`src/verilog/pmt_pkg.sv`:
```
package pmt_pkg;

    // Register byte offsets
    localparam logic [11:0] PMT_OFS_CONTROL  = 12'h000;
    localparam logic [11:0] PMT_OFS_COUNT    = 12'h004;
    localparam logic [11:0] PMT_OFS_PERIOD   = 12'h008;
    localparam logic [11:0] PMT_OFS_FLAG     = 12'h00C;
    localparam logic [11:0] PMT_OFS_MASK     = 12'h010;

    // Control field positions
    localparam int PMT_CTL_PRE_LSB  = 0;
    localparam int PMT_CTL_RUN_BIT  = 2;
    localparam int PMT_CTL_POST_LSB = 3;
    localparam logic [7:0] PMT_CTL_WMASK = 8'h7F;

    // Prescale select codes
    localparam logic [1:0] PMT_PRE_DIV1 = 2'h0;
    localparam logic [1:0] PMT_PRE_DIV4 = 2'h1;
    localparam logic [3:0] PMT_PRE_TC1  = 4'h0;
    localparam logic [3:0] PMT_PRE_TC4  = 4'h3;
    localparam logic [3:0] PMT_PRE_TC16 = 4'hF;

    // Reset values
    localparam logic [7:0] PMT_RST_CONTROL = 8'h00;
    localparam logic [7:0] PMT_RST_COUNT   = 8'h00;
    localparam logic [7:0] PMT_RST_PERIOD  = 8'hFF;

    // Instruction clock is pclk divided by four
    localparam logic [1:0] PMT_ICLK_TC = 2'h3;

endpackage

```
`src/verilog/pmt_div_if.sv`:
```
`timescale 1ns/100ps
`default_nettype none
interface pmt_div_if;
    logic       clear;
    logic       step;
    logic [3:0] terminal;
    logic       tick;

    modport owner (output clear, output step, output terminal, input tick);
    modport div   (input clear, input step, input terminal, output tick);
endinterface
`default_nettype wire

```
`src/verilog/pmt_divider.sv`:
```
`timescale 1ns/100ps
`default_nettype none
module pmt_divider
(
    // Clock and reset
    input  wire logic   pclk,
    input  wire logic   presetn,
    // Control
    pmt_div_if.div      ctl
);
    logic [3:0] cnt_reg;
    logic [3:0] cnt_next;
    logic       wrap;

    assign wrap     = ctl.step && (cnt_reg >= ctl.terminal);
    assign cnt_next = ctl.clear ? 4'h0 : (wrap ? 4'h0 : (ctl.step ? cnt_reg + 4'h1 : cnt_reg));
    assign ctl.tick = wrap && !ctl.clear;

    always_ff @(posedge pclk or negedge presetn)
    begin
        if (!presetn)
            cnt_reg <= 4'h0;
        else
            cnt_reg <= cnt_next;
    end
endmodule
`default_nettype wire

```
`src/verilog/pmt_timer.sv`:
```
// Operation
// - Timer input is the instruction clock, pclk divided by four, into prescaler.
// - Prescaler divides by 1, 4 or 16; each output increments the count.
// - Count and period registers are 8 bits wide.
// - Count compared with period continuously, counting up from 00h.
// - On match the count returns to 00h at the next increment.
// - Each match advances the postscaler by one.
// - Postscale select bits 6:3, code n gives ratio 1:(n+1).
// - Each postscaler output sets the period match flag.
// - Count and period registers readable and writable at any time.
// - Reset loads count with 00h and period with FFh.
// - Timer runs only while run enable bit 2 is one.
// - Writing the count clears prescaler and postscaler.
// - Writing the control register clears prescaler and postscaler.
// - Any reset clears prescaler and postscaler.
// - Control writes leave the count unchanged.
//
// The address map and the APB interface to the registers are this design's own decisions.
`timescale 1ns/100ps
`default_nettype none
module pmt_timer
(
    // Clock and reset
    input  wire logic        pclk,
    input  wire logic        presetn,
    // APB slave
    input  wire logic        psel,
    input  wire logic        penable,
    input  wire logic        pwrite,
    input  wire logic [11:0] paddr,
    input  wire logic [31:0] pwdata,
    input  wire logic [3:0]  pstrb,
    output logic      [31:0] prdata,
    output logic             pready,
    output logic             pslverr,
    // Interrupt
    output logic             irq
);
    logic [7:0] control_reg;
    logic [7:0] count_value_reg;
    logic [7:0] period_value_reg;
    logic       flag_reg;
    logic       mask_reg;
    logic [1:0] iclk_reg;
    logic [31:0] prdata_reg;
    logic        pready_reg;
    logic        pslverr_reg;
    logic        irq_reg;

    logic [7:0]  count_next;
    logic        flag_next;
    logic [31:0] prdata_next;

    // Bus decode
    logic access;
    logic wr_en;
    logic lane0;
    logic hit_ctl;
    logic hit_cnt;
    logic hit_per;
    logic hit_flg;
    logic hit_msk;
    logic mapped;
    logic wr_ctl;
    logic wr_cnt;
    logic wr_per;
    logic wr_flg;
    logic wr_msk;

    assign access  = psel && !penable;
    // Writes land at the edge where the master samples ready, not at setup
    assign wr_en   = psel && penable && pready_reg && pwrite;
    assign lane0   = pstrb[0];
    assign hit_ctl = (paddr == pmt_pkg::PMT_OFS_CONTROL);
    assign hit_cnt = (paddr == pmt_pkg::PMT_OFS_COUNT);
    assign hit_per = (paddr == pmt_pkg::PMT_OFS_PERIOD);
    assign hit_flg = (paddr == pmt_pkg::PMT_OFS_FLAG);
    assign hit_msk = (paddr == pmt_pkg::PMT_OFS_MASK);
    assign mapped  = hit_ctl || hit_cnt || hit_per || hit_flg || hit_msk;
    assign wr_ctl  = wr_en && lane0 && hit_ctl;
    assign wr_cnt  = wr_en && lane0 && hit_cnt;
    assign wr_per  = wr_en && lane0 && hit_per;
    assign wr_flg  = wr_en && lane0 && hit_flg;
    assign wr_msk  = wr_en && lane0 && hit_msk;

    // Control fields
    logic [1:0] prescale_select;
    logic       timer_run_enable;
    logic [3:0] postscale_select;

    assign prescale_select  = control_reg[pmt_pkg::PMT_CTL_PRE_LSB +: 2];
    assign timer_run_enable = control_reg[pmt_pkg::PMT_CTL_RUN_BIT];
    assign postscale_select = control_reg[pmt_pkg::PMT_CTL_POST_LSB +: 4];

    // Instruction clock enable
    logic iclk_tick;
    assign iclk_tick = (iclk_reg == pmt_pkg::PMT_ICLK_TC);

    // Prescaler and postscaler are cleared together on count or control writes
    logic div_clear;
    assign div_clear = wr_cnt || wr_ctl;

    pmt_div_if pre_if ();
    pmt_div_if post_if ();

    logic [3:0] pre_tc;
    assign pre_tc = (prescale_select == pmt_pkg::PMT_PRE_DIV1) ? pmt_pkg::PMT_PRE_TC1 :
                    (prescale_select == pmt_pkg::PMT_PRE_DIV4) ? pmt_pkg::PMT_PRE_TC4 :
                    pmt_pkg::PMT_PRE_TC16;

    assign pre_if.clear    = div_clear;
    assign pre_if.step     = iclk_tick && timer_run_enable;
    assign pre_if.terminal = pre_tc;

    pmt_divider u_prescaler
    (
        .pclk    (pclk),
        .presetn (presetn),
        .ctl     (pre_if.div)
    );

    // Count path
    logic inc;
    logic match;
    assign inc   = pre_if.tick;
    assign match = (count_value_reg == period_value_reg);

    // Match is acted on at the increment that wraps, so the period is PR+1 ticks
    logic wrap_evt;
    assign wrap_evt = inc && match;

    assign post_if.clear    = div_clear;
    assign post_if.step     = wrap_evt;
    assign post_if.terminal = postscale_select;

    pmt_divider u_postscaler
    (
        .pclk    (pclk),
        .presetn (presetn),
        .ctl     (post_if.div)
    );

    // Software write wins over a simultaneous increment
    assign count_next = wr_cnt   ? pwdata[7:0] :
                        wrap_evt ? pmt_pkg::PMT_RST_COUNT :
                        inc      ? count_value_reg + 8'h01 :
                        count_value_reg;

    // Set wins over a write-one clear
    assign flag_next = post_if.tick || (flag_reg && !(wr_flg && pwdata[0]));

    assign prdata_next = !mapped ? 32'h0000_0000 :
                         hit_ctl ? {24'h00_0000, control_reg} :
                         hit_cnt ? {24'h00_0000, count_value_reg} :
                         hit_per ? {24'h00_0000, period_value_reg} :
                         hit_flg ? {31'h0000_0000, flag_reg} :
                         {31'h0000_0000, mask_reg};

    always_ff @(posedge pclk or negedge presetn)
    begin
        if (!presetn)
            iclk_reg <= 2'h0;
        else
            iclk_reg <= iclk_reg + 2'h1;
    end

    always_ff @(posedge pclk or negedge presetn)
    begin
        if (!presetn)
        begin
            control_reg      <= pmt_pkg::PMT_RST_CONTROL;
            count_value_reg  <= pmt_pkg::PMT_RST_COUNT;
            period_value_reg <= pmt_pkg::PMT_RST_PERIOD;
        end
        else
        begin
            if (wr_ctl)
                control_reg <= pwdata[7:0] & pmt_pkg::PMT_CTL_WMASK;
            count_value_reg <= count_next;
            if (wr_per)
                period_value_reg <= pwdata[7:0];
        end
    end

    always_ff @(posedge pclk or negedge presetn)
    begin
        if (!presetn)
        begin
            flag_reg <= 1'b0;
            mask_reg <= 1'b0;
            irq_reg  <= 1'b0;
        end
        else
        begin
            flag_reg <= flag_next;
            if (wr_msk)
                mask_reg <= pwdata[0];
            irq_reg <= flag_next && (wr_msk ? pwdata[0] : mask_reg);
        end
    end

    // Answer in the first access cycle: request sampled at setup, ready in access
    always_ff @(posedge pclk or negedge presetn)
    begin
        if (!presetn)
        begin
            prdata_reg  <= 32'h0000_0000;
            pready_reg  <= 1'b0;
            pslverr_reg <= 1'b0;
        end
        else
        begin
            pready_reg  <= access;
            pslverr_reg <= access && !mapped;
            // Refused accesses answer zero data, writes included
            if (access && (!pwrite || !mapped))
                prdata_reg <= prdata_next;
        end
    end

    assign prdata  = prdata_reg;
    assign pready  = pready_reg;
    assign pslverr = pslverr_reg;
    assign irq     = irq_reg;
endmodule
`default_nettype wire

```
`config.mk`:
```
export PLATFORM = sky130hd
export DESIGN_NAME = pmt_timer
export DESIGN_NICKNAME = d
export VERILOG_FILES = /design/src/verilog/pmt_pkg.sv /design/src/verilog/pmt_div_if.sv /design/src/verilog/pmt_divider.sv /design/src/verilog/pmt_timer.sv
export SDC_FILE = /design/constraint.sdc
export NUM_CORES = 1
export LEC_CHECK = 0
export BUFFER_PORTS_ARGS = -buffer_cell sky130_fd_sc_hd__buf_4
export CORE_MARGIN = 10
export CORE_UTILIZATION = 52
export DETAILED_ROUTE_END_ITERATION = 12
export GPL_TIMING_DRIVEN = 0
export PLACE_DENSITY = 0.85
export SYNTH_ARGS = -nofsm -noshare
export SYNTH_HDL_FRONTEND = slang
export SYNTH_HIERARCHICAL = 1
export SYNTH_SLANG_ARGS = --single-unit
```
`constraint.sdc`:
```
create_clock -name pclk -period 3.33 [get_ports pclk]
set_input_delay 0.333 -clock pclk [delete_from_list [all_inputs] [get_ports pclk]]
set_output_delay 0.333 -clock pclk [all_outputs]
set_load 0.02 [all_outputs]
```
# Word level (Yosys, flattened, before mapping)
# Index checks and enable logic that the tools add are counted.
[word_totals]
ff_bits = 70
wordCells = 80
[op_classes]
add_sub_neg = 4
magnitude_cmp = 2
eq_ne = 7
mux = 17
n_reduce_logical = 38
[op_table]
columns = ["cell", "n"]
rows = [
  ["8-bit 2-to-1 mux", 7],
  ["4-bit 2-to-1 mux", 8],
  ["12-bit by 4-bit == test with 1-bit output (second input constant)", 2],
  ["1-bit logical AND", 21],
  ["12-bit by 3-bit == test with 1-bit output (second input constant)", 1],
  ["12-bit by 5-bit == test with 1-bit output (second input constant)", 1],
  ["12-bit zero test", 1],
  ["3-bit nonzero test", 3],
  ["4-bit by 1-bit adder with 4-bit output (second input constant)", 2],
  ["8-bit by 1-bit adder with 8-bit output (second input constant)", 1],
  ["8-bit == test", 1],
  ["4-bit greater-or-equal comparator", 2],
  ["1-bit logical OR", 7],
  ["1-bit zero test", 5],
  ["2-bit by 1-bit adder with 2-bit output (second input constant)", 1],
  ["2-bit by 1-bit == test with 1-bit output (second input constant)", 1],
  ["2-bit == test (second input constant)", 1],
  ["2-bit zero test", 1],
  ["1-bit 2-to-1 mux", 2],
]

# Logic depth before layout (Yosys ltp)
# Gate-level depths: netlist of the first run.
[logic_depth]
depth_word = 13
mapped_depth = 13
ltp_nobuf = 11

# Cells and area by module
# Netlist of the first run, hierarchy kept.
[modules_own_cells]
columns = ["mod", "instances", "cells_each", "area_per_inst_um2", "seq_area_each_um2"]
rows = [
  ["pmt_timer", 1, 231, 2250.9, 960.9],
  ["pmt_divider", 2, 35, 342.8, 100.1],
]

# Worst setup path after synthesis of the first run
# No wires, ideal clock.
[synth_timing]
path_kind = "register to register"
start = "register pready_reg (netlist: pready)"
end = "register count_value_reg[3]"
setup_ps = 78
arrival_ps = 3013
path_slack_ps = 239
path_stages_with_launch = 13
n_path_buf = 2
path_cell_list = "dfrtp_1 -> and3_1 -> nand3_1 -> nor4_2 -> buf_2 -> or2_2 -> nor4b_1 -> inv_1 -> clkbuf_1 -> or3_2 -> a22oi_1 -> a211oi_1 -> a21oi_1"
[synth_via]
elab_chain_len = 10
elab_cells_between_ends = 12
classes_between = "2 x mux; 10 x reduce/logical"
[synth_rtl]
columns = ["item", "line_no", "rtl"]
rows = [
  ["start, declared", "pmt_timer.sv:46", "logic pready_reg;"],
  ["start signal, assigned", "pmt_timer.sv:213", "pready_reg <= access;"],
  ["1-bit logical AND * (2 in series)", "pmt_timer.sv:72", "assign wr_en = psel && penable && pready_reg && pwrite;"],
  ["1-bit logical AND *", "pmt_timer.sv:80, pmt_timer.sv:81", ""],
  ["1-bit logical AND (on tied branches)", "pmt_timer.sv:81, pmt_timer.sv:80", ""],
  ["1-bit logical OR *", "pmt_timer.sv:101", "assign div_clear = wr_cnt || wr_ctl;"],
  ["via div_clear", "pmt_timer.sv:100", "logic div_clear;"],
  ["1-bit zero test *", "pmt_divider.sv:17", "assign ctl.tick = wrap && !ctl.clear;"],
  ["1-bit logical AND *", "pmt_divider.sv:17", ""],
  ["via inc", "pmt_timer.sv:123", "logic inc;"],
  ["1-bit logical AND", "pmt_timer.sv:130", "assign wrap_evt = inc && match;"],
  ["8-bit 2-to-1 mux", "pmt_timer.sv:145", "wrap_evt ? pmt_pkg::PMT_RST_COUNT :"],
  ["8-bit 2-to-1 mux", "pmt_timer.sv:144", "assign count_next = wr_cnt ? pwdata[7:0] :"],
  ["end signal, assigned", "pmt_timer.sv:172", "count_value_reg <= pmt_pkg::PMT_RST_COUNT;"],
  ["end signal, assigned", "pmt_timer.sv:179", "count_value_reg <= count_next;"],
  ["end, declared", "pmt_timer.sv:40", "logic [7:0] count_value_reg;"],
]
# Mark *: on every way through the listed nets, which the timed path passes. The rest lies on a longest branch.
# A chain may end at the register's enable or synchronous reset.

# Final worst setup path of the first run
# Ends and elaborated chain as after synthesis.

==> flow_summary_export.csv, run 1 <==
group,metric,value,unit
outcome,status,"finished clean",
drt,wirelength,6.855,mm
die,core_area,5507,um2
global_routing,grt-ovfl-total,0,
cts,cts_buffers,5,
sta,finalCritPeriodShare,0.9254,
setup_path,crit_family,"simple AND/OR/NAND/NOR gates",
sta,finalSetupViolCount,0,
setup_path,cp-end-kind,"flip-flop",
setup_path,worstPathMaxFanout,10,
setup_path,cpPeakStageDelay,0.47,ns
final_layout,nets,431,
global_routing,grt_max_degree,47,
final_layout,multi_input_area,1612,um2
cts,cts_hold_buf,0,
cts,worstSkewPairLatency,0.31,ns
drt,wl_per_cell,15.62,um
drt,drt_iter0_markers,120,
setup_path,reg2regPathDepth,12,
drt,firstDrtPassIters,4,
sta,slew_violations,0,
placement,port_buffers,35,
placement,post-dp-hpwl,5.272,mm
setup_path,r2r_start,"pready$_DFF_PN0_",
global_routing,grt_pass1_wl,11.41,mm
setup_path,timing.rr.end,"count_value_reg[3]$_DFFE_PN0P_",
final_layout,drive_gt1_frac,0.3134,
final_layout,finalNonFillerCells,439,
synth,synthCells,301,
sta,worstMarginPinSlew,0.7418,ns
power_and_ir_drop,ir_worst_vdd,307.1,uV
setup_path,cp.arrival,3.32,ns
setup_path,startpoint_type,"flip-flop",
setup_path,timing.reg2reg.setup_slack,0.25,ns
drt,drc,0,
sta,rsz0062_at_grt,"false",
cts,clk_path_buf_depth,2,
die,die_y,95.15,um
die,num_rows,27,
setup_path,path_buf_inv,3,
flow_run,maxCapViolations,0,
cts,postCtsSetupRepairBufs,0,
final_layout,num_antenna_cells,0,
cts,cts_tree,"built",
placement,dpl.cell_count,431,
power_and_ir_drop,p_leak,1.692,nW
final_layout,final-seq-area,1161,um2
cts,cts.sinks,46,
global_routing,antenna_found_initial,0,
setup_path,critical_path_required,3.57,ns
synth,netlist_area,2937,um2
sta,max_freq,0.3245,GHz
sta,post-route-min-period,3.082,ns
drt,vias,2370,
sta,skew,0.007891,ns
synth,synth.distinct_cells,47,
synth,synth_edf_count,0,
setup_path,crit_path_top_delay_cell,"or3_2",
setup_path,path_cells,"and3_1, nand3_2, nor4_4, buf_2, or2_2, nor4b_4, inv_1, clkbuf_2, or3_2, a22oi_1, a211oi_1, a21oi_1",
drt,ant_nets,0,
final_layout,stdcell_area,3541,um2
synth,ys_ff_latch,46,
setup_path,critical_path_class,"reg2reg",
sta,maxSlewHeadroom,0.5017,
drt,via_per_inst,5.399,
die,die-width,95.15,um
global_routing,first_global_vias,2350,
synth,async_reset_ff_frac,1.000,
sta,hold_viol,0,
placement,place_area,3376,um2
synth,ys_seq_area_frac,0.3954,
cts,htreeDepth,2,
global_routing,grt_usage,0.1562,
final_layout,synthToLayoutAreaGrowth,20.58,%
placement,finalWeightedCongestion,0.8861,
die,initial_core_util,0.5333,
cts,root_buffer,"clkbuf_8",
die,die-area,9054,um2
power_and_ir_drop,power,1.111,mW
power_and_ir_drop,p_per_area,313.8,nW/um2
die,ios,88,
cts,clk_transition_reported_paths,0.09,ns
synth,ys.flop_type,"dfrtp_1",
synth,synth_area_per_cell,9.756,um2
final_layout,nFillCells,453,
hold_path,hp-class,"in2async",
synth,yosys_warnings,6,
## layer usage
metal / wire length [um] / vias up / GRT usage
li1: - / 1150 / -
met1: 2869 / 1125 / 0.1925
met2: 3355 / 88 / 0.2602
met3: 537 / 7 / 0.03928
met4: 93 / 0 / 0.05237
met5: 0 / - / 0
## cell type report
class	instances	share of cell area
flip-flops and latches	46	0.3279
inverters	24	0.02544
repair buffers	35	0.07420
clock buffers	5	0.01943
clock inverters	3	0.01343
plain buffers	31	0.05901
well taps	72	0.02544
multi-input cells	223	0.4551
## Yosys cell counts, types with 3 or more instances
cell type / count / area [um2]
a211oi_1: 4 / 30.03
a21oi_1: 23 / 115.1
a22oi_1: 3 / 22.52
a31oi_1: 3 / 18.77
and2_1: 4 / 25.02
buf_4: 24 / 180.2
clkbuf_1: 6 / 22.52
dfrtp_1: 38 / 950.9
dfstp_2: 8 / 210.2
ha_1: 12 / 150.1
inv_1: 24 / 90.09
mux2_2: 17 / 191.4
mux2i_1: 3 / 30.03
nand2_1: 24 / 90.09
nand2b_1: 12 / 75.07
nand3_1: 6 / 30.03
nand4_1: 3 / 18.77
nor2_1: 9 / 33.78
nor2b_1: 9 / 56.30
nor3_1: 4 / 20.02
nor4_2: 3 / 37.54
o211ai_1: 5 / 37.54
o21a_1: 4 / 30.03
o21ai_0: 8 / 40.04
o221ai_1: 6 / 52.55
xor2_1: 8 / 70.07
## how the worst max path moves through the flow
stage	to	slack [ns]	startpoint	cells past startpoint
3_5_place_dp	irq$_DFF_PN0_	-0.69	paddr[2]	12
6_report	count_value_reg[3]$_DFFE_PN0P_	0.25	pready$_DFF_PN0_	12
5_1_grt	count_value_reg[3]$_DFFE_PN0P_	0.03	paddr[2]	12
3_3_place_gp	irq$_DFF_PN0_	-0.62	paddr[2]	12
4_1_cts	count_value_reg[3]$_DFFE_PN0P_	0.006	pready$_DFF_PN0_	12
2_1_floorplan	count_value_reg[3]$_DFFE_PN0P_	0.24	pready$_DFF_PN0_	12
## placed cells by master, fill, tap and decap left out, types with 3 or more instances in the layout
cell type	netlist	layout
a211oi_1	4	4
a21oi_1	23	23
a22oi_1	3	3
a31oi_1	3	3
and2_1	4	4
buf_4	24	59
clkbuf_1	6	5
clkbuf_8	0	5
conb_1	1	24
dfrtp_1	38	38
dfstp_2	8	8
ha_1	12	12
inv_1	24	24
mux2_2	17	17
mux2i_1	3	3
nand2_1	24	24
nand2b_1	12	12
nand3_1	6	5
nand4_1	3	3
nor2_1	9	8
nor2b_1	9	9
nor3_1	4	4
nor4_4	2	3
o211ai_1	5	5
o21a_1	4	4
o21ai_0	8	8
o221ai_1	6	6
xor2_1	8	8
## through the flow
step           hold WS (ns)  utilization  TNS [ns]  setup WS (ns)
5_1_grt             0.04155       0.6430         0        0.02521
6_report           0.002777       0.6430         0         0.2484
3_3_place_gp         0.3676       0.6130    -2.551        -0.6213
3_5_place_dp         0.3705       0.6130    -3.234        -0.6910
2_1_floorplan       0.03741            -         0         0.2393
4_1_cts             0.02970       0.6378         0       0.005766
## kinds of logic (layout without fill, tap and decap cells)
| family | count (synthesis) | after routing | synth area share |
|---|---|---|---|
| flip-flops | 46 | 46 | 0.3954 |
| AND/OR/NAND/NOR | 91 | 91 | 0.1871 |
| buffers and inverters | 55 | 98 | 0.1014 |
| AO/OA/AOI/OAI | 68 | 68 | 0.1645 |
| multiplexers | 20 | 20 | 0.07541 |
| other | 1 | 24 | 0.001277 |
| XOR/XNOR | 8 | 8 | 0.02386 |
| adder cells (fa/ha/maj) | 12 | 12 | 0.05113 |
## what timing repair did
action	4_1_cts	5_1_grt
gates resized for setup	4	6
pin swaps	0	0
setup endpoints to repair	7	7
## where the power goes
group          internal (mW)  switching (mW)
clock network          0.229           0.207
logic                 0.0457          0.0681
registers              0.560        0.000683
total                  0.835           0.276
Note: power is estimated with default switching activity, not from simulation.
==> run 2, diff against run 1 <==
--- a/config.mk
+++ b/config.mk
@@ -6,8 +6,10 @@
 export NUM_CORES = 1
 export LEC_CHECK = 0
 export BUFFER_PORTS_ARGS = -buffer_cell sky130_fd_sc_hd__buf_4
+export CELL_PAD_IN_SITES_DETAIL_PLACEMENT = 1
+export CELL_PAD_IN_SITES_GLOBAL_PLACEMENT = 1
 export CORE_MARGIN = 10
-export CORE_UTILIZATION = 52
+export CORE_UTILIZATION = 39
 export DETAILED_ROUTE_END_ITERATION = 12
 export GPL_TIMING_DRIVEN = 0
 export PLACE_DENSITY = 0.85
==> flow_summary_export.csv, run 2 (synthesis gave the netlist of run 1 again) <==
group,metric,value,unit
final_layout,drive_gt1_frac,0.3198,
setup_path,cp.arrival,3.35,ns
sta,max_freq,0.3212,GHz
die,core_area,7292,um2
cts,worstSkewPairLatency,0.31,ns
setup_path,critical_path_required,3.57,ns
setup_path,startpoint_type,"flip-flop",
die,die-width,106.8,um
outcome,status,"finished clean",
placement,port_buffers,35,
cts,cts.sinks,46,
sta,slew_violations,0,
cts,cts_hold_buf,0,
die,num_rows,31,
power_and_ir_drop,p_per_area,293.7,nW/um2
sta,worstMarginPinSlew,0.8905,ns
setup_path,critical_path_class,"reg2reg",
drt,via_per_inst,5.224,
power_and_ir_drop,p_leak,1.674,nW
global_routing,grt_pass1_wl,13.46,mm
drt,vias,2445,
final_layout,post-route-util,0.4883,
cts,root_buffer,"clkbuf_8",
sta,finalCritPeriodShare,0.9349,
drt,ant_nets,0,
drt,firstDrtPassIters,4,
setup_path,critPathLaunch,"pready$_DFF_PN0_",
cts,cts_tree,"built",
power_and_ir_drop,ir_worst_vdd,282.6,uV
flow_run,maxCapViolations,0,
final_layout,nets,433,
placement,dp_slack,-1.113,ns
placement,post-dp-hpwl,6.441,mm
sta,rsz0062_at_grt,"false",
final_layout,synthToLayoutAreaGrowth,21.26,%
final_layout,num_antenna_cells,0,
die,initial_core_util,0.4027,
cts,htreeDepth,2,
die,die_y,106.8,um
cts,clk_path_buf_depth,2,
power_and_ir_drop,combinationalPowerShare,0.112,
cts,cts_buffers,5,
sta,hold_viol,0,
global_routing,first_global_vias,2640,
global_routing,grt_usage,0.1458,
global_routing,grt_max_degree,47,
setup_path,cp-endpoint,"count_value_reg[3]$_DFFE_PN0P_",
global_routing,antenna_found_initial,0,
final_layout,final_cell_mix,"buf_4, dfrtp_1, inv_1, nand2_1, conb_1",
power_and_ir_drop,p_int,0.7579,mW
drt,wirelength,8.354,mm
cts,clk_transition_reported_paths,0.10,ns
setup_path,cp-end-kind,"flip-flop",
power_and_ir_drop,seq_power_share,0.536,
sta,maxSlewHeadroom,0.4014,
setup_path,timing.reg2reg.setup_slack,0.22,ns
drt,drc,0,
die,ios,88,
setup_path,timing.rr.end,"count_value_reg[3]$_DFFE_PN0P_",
power_and_ir_drop,switchingPower,0.2879,mW
power_and_ir_drop,clkPwrFrac,0.352,
sta,final.setup.tns,0,ns
sta,finalSetupViolCount,0,
hold_path,hp-class,"in2async",
setup_path,reg2regPathDepth,12,
setup_path,worstPathMaxFanout,10,
sta,skew,0.009053,ns
global_routing,grt-ovfl-total,0,
drt,wl_per_cell,17.85,um
sta,post-route-min-period,3.113,ns
placement,finalWeightedCongestion,0.8422,
setup_path,r2r_start,"pready$_DFF_PN0_",
die,die-area,11400,um2
sta,worst_slack,0.2168,ns
final_layout,layout_commonest_cell,"buf_4",
power_and_ir_drop,p_sw_frac,0.2753,
drt,drt_iter0_markers,131,
==> run 2: worst max-delay path, cell delays in order, from the launching register on <==
cell	delay [ns]
dfrtp_1	0.39
and3_1	0.19
nand3_2	0.18
nor4_2	0.12
buf_2	0.20
or2_4	0.31
nor4b_4	0.41
inv_1	0.10
clkbuf_2	0.23
or3_2	0.49
a22oi_1	0.17
a211oi_1	0.08
a21oi_1	0.15
==> run 2: what timing repair did <==
action,4_1_cts,5_1_grt
buffers inserted,0,2
resized for setup,7,2
gates cloned,0,0
setup endpoints to repair,13,6
pin swaps,0,1
==> run 2: cell type report <==
type / instances / area [um2]
clock inverter: 3 / 25.02
timing repair buffer: 37 / 277.8
sequential: 46 / 1161
clock buffer: 5 / 68.82
tap: 99 / 123.9
multi-input combinational: 223 / 1605
fill: 881 / 3731
inverter: 24 / 90.09
buffer: 31 / 209.0
==> run 2: metrics by stage <==
| step | instance area (um2) | total power, mW | instances | hold slack (ns) |
|---|---|---|---|---|
| 2_1_floorplan | 3023 | 0.6370 | 324 | 0.03741 |
| 3_3_place_gp | 3410 | 0.6824 | 458 | 0.3772 |
| 3_5_place_dp | 3410 | 0.6849 | 458 | 0.3841 |
| 4_1_cts | 3538 | 1.052 | 466 | 0.03687 |
| 5_1_grt | 3561 | 1.087 | 468 | 0.04774 |
| 6_report | 3561 | 1.046 | 468 | 0.01471 |
==> run 2: metal layers <==
| layer | routed length [um] | part of all wire | GRT usage |
|---|---|---|---|
| met1 | 3526 | 0.42 | 0.1688 |
| met2 | 4348 | 0.52 | 0.2638 |
| met3 | 305 | 0.037 | 0.02635 |
| met5 | 0 | 0 | 0 |
| met4 | 174 | 0.021 | 0.04836 |
==> run 2: how the worst min path moves through the flow <==
stage                                  to  slack [ns]  cells after the start
2_1_floorplan  control_reg[0]$_DFFE_PN0P_        0.04                      0
3_3_place_gp             pready$_DFF_PN0_        0.38                      1
3_5_place_dp        prdata[0]$_DFFE_PN0P_        0.38                      1
4_1_cts             prdata[0]$_DFFE_PN0P_        0.04                      1
5_1_grt                  pready$_DFF_PN0_        0.05                      1
6_report                pslverr$_DFF_PN0_        0.01                      1
==> run 2: power groups by stage <==
| stage | registers [mW] | logic (mW) | clock network [mW] |
|---|---|---|---|
| after detailed placement | 0.571 | 0.114 | 0 |
| after global routing | 0.561 | 0.127 | 0.399 |
| final | 0.561 | 0.117 | 0.368 |
| after CTS | 0.561 | 0.114 | 0.377 |
| after global placement | 0.571 | 0.111 | 0 |
| after floorplan | 0.573 | 0.0639 | 0 |
==> run 3, diff against run 2 <==
--- a/config.mk
+++ b/config.mk
@@ -13,6 +13,7 @@
 export DETAILED_ROUTE_END_ITERATION = 12
 export GPL_TIMING_DRIVEN = 0
 export PLACE_DENSITY = 0.85
+export RECOVER_POWER = 100
 export SYNTH_ARGS = -nofsm -noshare
 export SYNTH_HDL_FRONTEND = slang
 export SYNTH_HIERARCHICAL = 1
==> flow_summary_export.csv, run 3 (synthesis gave the netlist of run 1 again) <==
group,metric,value,unit
global_routing,grt_usage,0.1458,
drt,wl_per_cell,17.79,um
sta,finalCritPeriodShare,0.9432,
power_and_ir_drop,clkPwrFrac,0.352,
sta,max_freq,0.3184,GHz
die,num_rows,31,
die,die-area,11400,um2
global_routing,first_global_vias,2640,
sta,finalSetupViolCount,0,
cts,root_buffer,"clkbuf_8",
setup_path,path_buf_inv,2,
final_layout,finalNonFillerCells,468,
sta,slew_violations,57,
setup_path,critPathLaunch,"control_reg[1]$_DFFE_PN0P_",
placement,finalWeightedCongestion,0.8422,
power_and_ir_drop,combinationalPowerShare,0.109,
global_routing,grt_pass1_wl,13.46,mm
cts,cts_buffers,5,
final_layout,drive_gt1_frac,0.2710,
sta,skew,0.009295,ns
drt,drc,0,
cts,clk_path_buf_depth,2,
power_and_ir_drop,power,1.041,mW
cts,clk_transition_reported_paths,0.10,ns
cts,cts_hold_buf,0,
setup_path,path_common_cell,"mux2_2",
drt,wirelength,8.328,mm
global_routing,antenna_found_initial,0,
sta,rsz0062_at_grt,"false",
setup_path,cp-end-kind,"flip-flop",
power_and_ir_drop,p_sw_frac,0.2745,
final_layout,nets,433,
final_layout,layout_commonest_cell,"buf_4",
die,die_y,106.8,um
drt,via_per_inst,5.212,
sta,worst_slack,0.1891,ns
sta,post-route-min-period,3.141,ns
placement,dp_slack,-1.113,ns
placement,dpl.cell_count,458,
sta,hold_viol,0,
setup_path,worstPathMaxFanout,10,
cts,cts.sinks,46,
setup_path,critical_path_class,"reg2reg",
die,ios,88,
global_routing,grt-ovfl-total,0,
hold_path,hp-class,"in2reg",
setup_path,cp.arrival,3.35,ns
global_routing,grt_max_degree,47,
final_layout,num_antenna_cells,0,
setup_path,crit_path_top_delay_cell,"a2111oi_4",
setup_path,cpPeakStageDelay,0.55,ns
placement,port_buffers,35,
power_and_ir_drop,seq_power_share,0.538,
sta,final.setup.tns,0,ns
die,initial_core_util,0.4027,
drt,drt_iter0_markers,124,
power_and_ir_drop,p_leak,1.610,nW
sta,worstMarginPinSlew,2.519,ns
cts,cts_tree,"built",
die,core_area,7292,um2
outcome,violations,"capacitance limit, slew limit",
cts,worstSkewPairLatency,0.31,ns
setup_path,crit_family,"compound AO/OA/AOI/OAI gates",
hold_path,hp-start,"pwdata[7]",
final_layout,synthToLayoutAreaGrowth,18.62,%
drt,firstDrtPassIters,4,
outcome,status,"complete, but fails checks",
setup_path,critical_path_required,3.54,ns
power_and_ir_drop,switchingPower,0.2859,mW
setup_path,r2r_start,"control_reg[1]$_DFFE_PN0P_",
placement,post-dp-hpwl,6.441,mm
drt,vias,2439,
power_and_ir_drop,p_per_area,299.0,nW/um2
sta,whs,0.2266,ns
sta,maxSlewHeadroom,-0.6792,
die,die-width,106.8,um
flow_run,maxCapViolations,2,
final_layout,final_cell_mix,"buf_4, dfrtp_1",
power_and_ir_drop,p_int,0.7556,mW
power_and_ir_drop,ir_worst_vdd,283.6,uV
cts,htreeDepth,2,
setup_path,path_cells,"or2_2, ha_1, nand2b_1, a2111oi_4, nor4b_4, inv_1, clkbuf_2, a21oi_1, mux2_2, mux2_2",
drt,ant_nets,0,
setup_path,startpoint_type,"flip-flop",
## run 3: cell count changes in the layout (fill, tap and decap cells not counted), sizes merged
| cell | previous run | this run |
|---|---|---|
| buf | 62 | 48 |
| clkbuf | 11 | 25 |
## run 3: stage by stage
stage,util,cell area [um2]
global placement,0.4676,3410
floorplan,-,3023
CTS,0.4852,3538
detailed placement,0.4676,3410
global route,0.4777,3483
finish,0.4777,3483
## run 3: timing repair
item	in CTS	in global routing
gates resized for setup	7	2
setup endpoints to repair	13	6
setup buffers	0	2
pin swaps	0	1
## run 3: worst paths after layout
check	end	slack, ns	cells past startpoint
setup reg to reg	count_value_reg[0]$_DFFE_PN0P_	0.19	10
setup / recovery	count_value_reg[0]$_DFFE_PN0P_	0.19	10
min in group asynchronous	pslverr$_DFF_PN0_	0.78	1
max in group asynchronous	count_value_reg[3]$_DFFE_PN0P_	1.11	1
hold reg to reg	iclk_reg[0]$_DFF_PN0_	0.46	1
hold / removal	period_value_reg[7]$_DFFE_PN1P_	0.23	3
## run 3: layer usage
layer | global-route usage | share of wire | vias to the layer above
li1 | - | - | 1149
met1 | 0.1688 | 0.42 | 1227
met2 | 0.2638 | 0.52 | 51
met3 | 0.02635 | 0.037 | 12
met4 | 0.04836 | 0.020 | 0
met5 | 0 | 0 | -
## run 3: area by class of cell
type	instances	area, um2
inverter	24	90.09
tap	99	123.9
multi-input combinational	223	1577
sequential	46	1161
buffer	31	209.0
clock inverter	3	25.02
timing repair buffer	37	229.0
fill	888	3809
clock buffer	5	68.82
## run 3: worst min-delay path, cell delays in order
cell	delay, ns
buf_4	0.08
nand2_1	0.04
o21ai_0	0.06
## run 3: power groups by stage
stage          combinational [mW]  sequential [mW]  clock [mW]
3_5_place_dp                0.114            0.571           0
4_1_cts                     0.114            0.561       0.377
5_1_grt                     0.124            0.561       0.399
2_1_floorplan              0.0639            0.573           0
3_3_place_gp                0.111            0.571           0
6_report                    0.114            0.561       0.367
